[config.mk]
export PLATFORM = sky130hd
export DESIGN_NAME = pef_event_regs
export DESIGN_NICKNAME = d
export VERILOG_FILES = /design/src/inc/pef_pkg.sv /design/src/pef_edge_sync.sv /design/src/pef_event_regs.sv
export SDC_FILE = /design/constraint.sdc
export NUM_CORES = 1
export LEC_CHECK = 0
export ABC_AREA = 1
export BUFFER_PORTS_ARGS = -buffer_cell sky130_fd_sc_hd__buf_2
export CORE_MARGIN = 4
export CORE_UTILIZATION = 48
export DETAILED_ROUTE_END_ITERATION = 8
export PLACE_DENSITY_LB_ADDON = 0.2
export SLEW_MARGIN = 20
export SYNTH_ARGS = -nofsm -noshare
export SYNTH_HDL_FRONTEND = slang
export SYNTH_SLANG_ARGS = --single-unit
[constraint.sdc]
create_clock -name pclk -period 1.6 [get_ports pclk]
set_input_delay 0.16 -clock pclk [delete_from_list [all_inputs] [get_ports pclk]]
set_output_delay 0.16 -clock pclk [all_outputs]
set_load 0.05 [all_outputs]
[src/inc/pef_pkg.sv]
/*
  Shared constants for the timing-event flag and stamp register bank.
  Assumes a 32-bit APB with byte addresses and one register per aligned word.
*/
package pef_pkg;
  localparam logic [7:0] ADDR_ENABLE_MASK = 8'h04;
  localparam logic [7:0] ADDR_MASKED_FLAGS = 8'h08;
  localparam logic [7:0] ADDR_RAW_FLAGS = 8'h0c;
  localparam logic [7:0] ADDR_TX_LOW = 8'h10;
  localparam logic [7:0] ADDR_TX_HIGH = 8'h14;
  localparam logic [7:0] ADDR_TX_IDENT = 8'h18;
  localparam logic [7:0] ADDR_RX_LOW = 8'h1c;
  localparam logic [7:0] ADDR_RX_HIGH = 8'h20;
  // Flag positions
  localparam int BIT_TX_FRAME = 0;
  localparam int BIT_RX_FRAME = 1;
  localparam int BIT_TRIG_BASE = 2;
  localparam int BIT_CAPT_BASE = 5;
  localparam int NUM_FLAGS = 8;
  localparam int IDENT_SEQ_LSB = 16;
  localparam logic [31:0] RESET_WORD = 32'h00000000;
  localparam logic [7:0] RESET_FLAGS = 8'h00;
endpackage

[src/pef_edge_sync.sv]
/*
  Two-flop synchroniser with rising-edge pulse, one per input bit.
  Assumes inputs come from pins outside the pclk domain.
*/
`timescale 1ns/1ns
module pef_edge_sync #(
  parameter int WIDTH = 3
) (
  // Clock and reset
  input wire logic pclk,
  input wire logic presetn,
  // Pins and pulses
  input wire logic [WIDTH-1:0] pin_in,
  output logic [WIDTH-1:0] rise_pulse
);
  typedef struct packed {
    logic [WIDTH-1:0] meta;
    logic [WIDTH-1:0] sync;
    logic [WIDTH-1:0] last;
    logic [WIDTH-1:0] rise;
  } pef_sync_t;
  pef_sync_t s_q;
  pef_sync_t s_d;

  // First stage feeds only the second stage
  always_comb begin
    s_d = s_q;
    s_d.meta = pin_in;
    s_d.sync = s_q.meta;
    s_d.last = s_q.sync;
    s_d.rise = s_q.sync & ~s_q.last;
  end

  // State register
  always_ff @(posedge pclk or negedge presetn) begin
    if (!presetn) begin
      s_q <= '0;
    end else begin
      s_q <= s_d;
    end
  end

  assign rise_pulse = s_q.rise;
endmodule

[src/pef_event_regs.sv]
/*
  Event flag and timestamp holding registers of a timing-frame stamping unit,
  reached over APB. Assumes the clock comparators and frame parser run on
  pclk and present one-cycle pulses with stamp data valid in that cycle;
  capture inputs are pins and are synchronised here.
*/
// The APB interface to the registers is this design's own decision.
`timescale 1ns/1ns
module pef_event_regs (
  // Clock and reset
  input wire logic pclk,
  input wire logic presetn,
  // APB slave
  input wire logic psel,
  input wire logic penable,
  input wire logic pwrite,
  input wire logic [7:0] paddr,
  input wire logic [31:0] pwdata,
  output logic [31:0] prdata,
  output logic pready,
  output logic pslverr,
  // Capture pins, bit 2 is input two
  input wire logic [2:0] capture_input,
  // Trigger match pulses from the comparators
  input wire logic [2:0] trigger_match,
  // Receive frame event and stamp
  input wire logic rx_frame_seen,
  input wire logic [31:0] rx_stamp_low_in,
  input wire logic [31:0] rx_stamp_high_in,
  // Transmit frame event, stamp and header ident
  input wire logic tx_frame_seen,
  input wire logic [31:0] tx_stamp_low_in,
  input wire logic [31:0] tx_stamp_high_in,
  input wire logic [15:0] tx_sequence_ident,
  input wire logic [15:0] tx_source_port_number,
  // Stamp reservation state and interrupt
  output logic rx_detect_armed,
  output logic tx_detect_armed,
  output logic event_irq
);
  localparam int NF = pef_pkg::NUM_FLAGS;

  typedef struct packed {
    logic [NF-1:0] raw_event_flags;
    logic [NF-1:0] event_enable_mask;
    logic [31:0] tx_stamp_low_word;
    logic [31:0] tx_stamp_high_word;
    logic [31:0] tx_stamp_frame_ident;
    logic [31:0] rx_stamp_low_word;
    logic [31:0] rx_stamp_high_word;
    logic [31:0] rdata;
    logic ready;
    logic err;
    logic irq;
    logic rx_armed;
    logic tx_armed;
  } pef_regs_t;

  // Reset image: all zero, except that both frame directions start armed
  localparam pef_regs_t REGS_RESET = '{
    raw_event_flags: pef_pkg::RESET_FLAGS,
    event_enable_mask: pef_pkg::RESET_FLAGS,
    tx_stamp_low_word: pef_pkg::RESET_WORD,
    tx_stamp_high_word: pef_pkg::RESET_WORD,
    tx_stamp_frame_ident: pef_pkg::RESET_WORD,
    rx_stamp_low_word: pef_pkg::RESET_WORD,
    rx_stamp_high_word: pef_pkg::RESET_WORD,
    rdata: pef_pkg::RESET_WORD,
    ready: 1'b0,
    err: 1'b0,
    irq: 1'b0,
    rx_armed: 1'b1,
    tx_armed: 1'b1
  };

  pef_regs_t r_q;
  pef_regs_t r_d;
  logic [2:0] capture_rise;
  logic [NF-1:0] set_vec;
  logic [NF-1:0] clr_vec;
  logic rx_take;
  logic tx_take;
  logic wr_acc;
  logic rd_acc;

  // Capture pins cross into pclk before edge detection
  pef_edge_sync #(
    .WIDTH(3)
  ) u_capture_sync (
    .pclk(pclk),
    .presetn(presetn),
    .pin_in(capture_input),
    .rise_pulse(capture_rise)
  );

  // True for offsets that answer without error
  function automatic logic addr_known(input logic [7:0] a);
    case (a)
      pef_pkg::ADDR_ENABLE_MASK, pef_pkg::ADDR_MASKED_FLAGS, pef_pkg::ADDR_RAW_FLAGS,
      pef_pkg::ADDR_TX_LOW, pef_pkg::ADDR_TX_HIGH, pef_pkg::ADDR_TX_IDENT,
      pef_pkg::ADDR_RX_LOW, pef_pkg::ADDR_RX_HIGH: addr_known = 1'b1;
      default: addr_known = 1'b0;
    endcase
  endfunction

  // Frames are taken only while their flag is clear; a set flag reserves the stamp
  assign rx_take = rx_frame_seen && !r_q.raw_event_flags[pef_pkg::BIT_RX_FRAME];
  assign tx_take = tx_frame_seen && !r_q.raw_event_flags[pef_pkg::BIT_TX_FRAME];

  // Zero-wait APB: setup cycle then access cycle with pready already high
  assign wr_acc = psel && penable && pwrite;
  assign rd_acc = psel && !penable && !pwrite;

  // Hardware event set vector
  always_comb begin
    set_vec = '0;
    set_vec[pef_pkg::BIT_CAPT_BASE +: 3] = capture_rise;
    set_vec[pef_pkg::BIT_TRIG_BASE +: 3] = trigger_match;
    set_vec[pef_pkg::BIT_RX_FRAME] = rx_take;
    set_vec[pef_pkg::BIT_TX_FRAME] = tx_take;
  end

  // Write-one-to-clear vector, taken only on a write to the flag word
  assign clr_vec = (wr_acc && paddr == pef_pkg::ADDR_RAW_FLAGS) ? pwdata[NF-1:0] : '0;

  // Next state of the whole bank
  always_comb begin
    r_d = r_q;
    // Set beats clear so no event is dropped
    r_d.raw_event_flags = (r_q.raw_event_flags & ~clr_vec) | set_vec;
    if (wr_acc && paddr == pef_pkg::ADDR_ENABLE_MASK) begin
      r_d.event_enable_mask = pwdata[NF-1:0];
    end
    // Stamps load in the same cycle their flag sets
    if (tx_take) begin
      r_d.tx_stamp_low_word = tx_stamp_low_in;
      r_d.tx_stamp_high_word = tx_stamp_high_in;
      r_d.tx_stamp_frame_ident = {tx_sequence_ident, tx_source_port_number};
    end
    if (rx_take) begin
      r_d.rx_stamp_low_word = rx_stamp_low_in;
      r_d.rx_stamp_high_word = rx_stamp_high_in;
    end
    // Read data registered in setup cycle, valid in access cycle
    r_d.rdata = pef_pkg::RESET_WORD;
    if (rd_acc) begin
      case (paddr)
        pef_pkg::ADDR_ENABLE_MASK: r_d.rdata = {24'h000000, r_q.event_enable_mask};
        pef_pkg::ADDR_MASKED_FLAGS:
          r_d.rdata = {24'h000000, r_q.event_enable_mask & r_q.raw_event_flags};
        pef_pkg::ADDR_RAW_FLAGS: r_d.rdata = {24'h000000, r_q.raw_event_flags};
        pef_pkg::ADDR_TX_LOW: r_d.rdata = r_q.tx_stamp_low_word;
        pef_pkg::ADDR_TX_HIGH: r_d.rdata = r_q.tx_stamp_high_word;
        pef_pkg::ADDR_TX_IDENT: r_d.rdata = r_q.tx_stamp_frame_ident;
        pef_pkg::ADDR_RX_LOW: r_d.rdata = r_q.rx_stamp_low_word;
        pef_pkg::ADDR_RX_HIGH: r_d.rdata = r_q.rx_stamp_high_word;
        default: r_d.rdata = pef_pkg::RESET_WORD;
      endcase
    end
    r_d.ready = psel && !penable;
    r_d.err = psel && !penable && !addr_known(paddr);
    // Registered one cycle after the flags, so the pin stays a flop output
    r_d.irq = |(r_q.event_enable_mask & r_q.raw_event_flags);
    // Armed follows the next flag value, so these pins are plain flop outputs
    r_d.rx_armed = !r_d.raw_event_flags[pef_pkg::BIT_RX_FRAME];
    r_d.tx_armed = !r_d.raw_event_flags[pef_pkg::BIT_TX_FRAME];
  end

  // Single register, asynchronous active-low reset to REGS_RESET (zero except both armed bits)
  always_ff @(posedge pclk or negedge presetn) begin
    if (!presetn) begin
      r_q <= REGS_RESET;
    end else begin
      r_q <= r_d;
    end
  end

  assign prdata = r_q.rdata;
  assign pready = r_q.ready;
  assign pslverr = r_q.err;
  assign event_irq = r_q.irq;
  assign rx_detect_armed = r_q.rx_armed;
  assign tx_detect_armed = r_q.tx_armed;
endmodule

==> impl_results.md <==
- Via density: around 5.0
- Setup ws final: between 100 and 150 ps
- Mapped Avg Cell Area: approximately 11 µm²
- Reg power frac: 0.509
- Top cells by count, synth: 223 x dfrtp_1, 173 x nand2_1, 160 x mux2_2, 152 x nand3_1, 75 x nor2_1
- Worst-path maximum fanout: 34
- Worst-Skew Late Latency: roughly 510 ps
- Largest net degree at the start of global routing: between 60 and 70
- Synth Area in Simple Gates: 0.181
- Setup TNS: 0 ps
- Seq/Total Area, Yosys: 0.559
- Slew margin rel.: 0.762
- Pwr dens: around 1100 mW/mm²
- Top-count cell post-synth: dfrtp_1
- Clk slew on worst S/H paths: approximately 60 ps
- Setup violators final: 0
- Layout Nets: ~1.5k
- Adder-cell share of the synthesized area: 0
- Post-CTS Setup Bufs: 0
- Clk sinks: around 230
- Core ar.: 0.0204 mm²
- Flops & latches, synth: roughly 230
- Worst hold margin: approximately 13 ps
- Num CTS Buffers: 24
- Switching part of the total power: 0.243
- Critical Path AT: 1860 ps
- Post-synth top flop: dfrtp_1
- Ports: 250
- Share of the synthesized area in the top cell type: 0.554
- Post-Route WL: between 20000 and 30000 µm
- CTS tree: yes
- Internal power: around 12 mW
- Largest family of logic cells by synthesized area: simple AND/OR/NAND/NOR gates
- Synth Area in Compound Gates: 0.00745
- Full die area: around 0.023 mm²
- All-layer global routing usage: 0.234
- Max Cap Viol: 0
- CTS H-Tree Depth: 1
- Area delta synth->final: 38.9%
- Post-synthesis xor/xnor area fraction: 0
- Crit share post-route: 0.921
- Cell depth of the worst hold path: 5
- DRC violation count after routing: 0
- FP Rows: between 50 and 60
- RSZ-0062 raised after global routing: no
- Multiplexer share of the synthesized area: 0.179
- Final clock skew: about 9 ps
- Detailed Place HPWL: 17400 µm
- Port bufs: ~230
- Die X-Extent: between 150 and 200 µm
- Outcome: completed
- Clock power share: 0.327
- Fin util: 0.685
- Die Y: between 150 and 200 µm
- Crit Path Class: reg2reg
- Drt initial violations: 449
- Overall power: between 15 and 20 mW
- Drt pass-1 iters: 7
- Startpoint Class: flop
- Final Hold Viols: 0
- Fraction of registers with async set or reset after synthesis: 1.00
- Routability cong.: around 0.80
- Largest area contributor in the netlist: dfrtp_1
- CP endpoint kind: flop
- Fraction of layout cells with a size suffix above 1: 0.353
- Clock Tree Root: clkbuf_16
- Ys Warns: 0
- Worst R2R Path Depth: 4
- Pre-CTS setup slack: between 90 and 100 ps
- Worst Path Required: between 1500 and 2000 ps
- Top post-synthesis cells by area: dfrtp_1 55%, mux2_2 18%, nand3_1 7.6%
- WL per Instance: around 17 µm
- Routed Antenna Nets: 0
- Via count: 8067
- Comb pwr share: 0.164
- Peak supply drop: approximately 0.0009 V
- Hold WC Path Type: in2reg
- Initial antenna violation count: 5
- Fin. max-slew vios: 0
- Post-Syn Area: roughly 0.010 mm²
- CTS Buffer Depth: 3
- Post-synth EDFFs: 0
- Switching power: 3.82 mW
- Starting Density: 0.493
- Leak Pwr: roughly 6.9 nW
- Global-route wire length before repair: 44400 µm
- Syn nets: 1162
- F_max: 679 MHz
- Synth cell types: 22
- Cells after Synth: roughly 950
- Vias in the first global route: around 8.6k
- Final worst path period need: approximately 1500 ps
- Worst-Margin Slew: about 360 ps
- Total grt overflow: 0
worst paths after layout:
| kind | from | slack [ps] | endpoint |
|---|---|---|---|
| max | r_q[205]$_DFF_PN0_ | 130 | r_q[169]$_DFFE_PN0P_ |
| min | psel | 10 | pslverr$_DFF_PN0_ |
| max reg2reg | r_q[205]$_DFF_PN0_ | 130 | r_q[169]$_DFFE_PN0P_ |
| min reg2reg | u_capture_sync.s_d[7]$_DFF_PN0_ | 350 | u_capture_sync.s_d[4]$_DFF_PN0_ |
| max in group asynchronous | presetn | 820 | prdata[20]$_DFF_PN0_ |
| min in group asynchronous | presetn | 140 | r_q[167]$_DFFE_PN0P_ |
cell usage in the layout (no fill, tap or decap), drive strengths merged:
cell type and n:
clkinv 1, dfrtp 223, nand2 177, nand3 153, nor2 82, nor4 2, and3 1, dfstp 2
clkbuf 41, buf 261, o21ai 15, and2 2, dlygate4sd3 177, inv 50, diode 3, mux2 160
metal layers:
layer | global-route usage | wire length (µm) | vias to the layer above
met5 | 0 | 40 | -
met4 | 0.0653 | 647 | 4
met3 | 0.0472 | 1510 | 54
met2 | 0.409 | 14200 | 258
met1 | 0.298 | 11600 | 3884
li1 | - | - | 3867
metrics by stage:
stage	instances	instance area, µm²
global placement	1398	11500
CTS	1617	14000
finish	1620	14000
detailed placement	1398	11500
global route	1620	14000
floorplan	949	10100
state kept, by name, summed over array words and instances (netlist names):
name	flops
pslverr	1
event_irq	1
u_capture_sync.rise_pulse	3
u_capture_sync.s_d	6
rx_detect_armed	1
pready	1
prdata	32
u_capture_sync.s_q	3
r_q	176
tx_detect_armed	1
power by group through the flow:
stage	sequential, mW	clock (mW)	combinational [mW]
2_1_floorplan	7.87	0	1.54
3_3_place_gp	8.01	0	2.16
3_5_place_dp	8.06	0	2.24
4_1_cts	7.97	5.27	2.59
5_1_grt	8.16	5.50	2.84
6_report	8.01	5.15	2.59
worst max-delay path, stage by stage (launching register included):
cell and delay [ps]:
dfrtp_1 420, inv_1 90, nand2_4 180, buf_12 240, mux2_2 390
what timing repair did:
| item | 4_1_cts | 5_1_grt |
|---|---|---|
| hold buffers | 177 | 0 |
| gates resized for setup | 0 | 0 |
| hold endpoints to repair | 407 | 0 |
cell type report:
cell class | instances | area, µm²
timing repair buffer | 438 | 3370
antenna | 3 | 7.51
clock inverter | 1 | 5.00
multi-input combinational | 592 | 3740
fill | 1502 | 6440
clock buffer | 41 | 716
tap | 270 | 338
inverter | 50 | 188
sequential | 225 | 5630
cells by family (layout without fill, tap and decap cells):
| group | count (synthesis) | in the layout |
|---|---|---|
| compound gates | 15 | 15 |
| buf+inv | 132 | 530 |
| flops | 225 | 225 |
| mux | 160 | 160 |
| other cells | 0 | 3 |
| simple gates | 417 | 417 |
(Power assumes the default switching activity.)
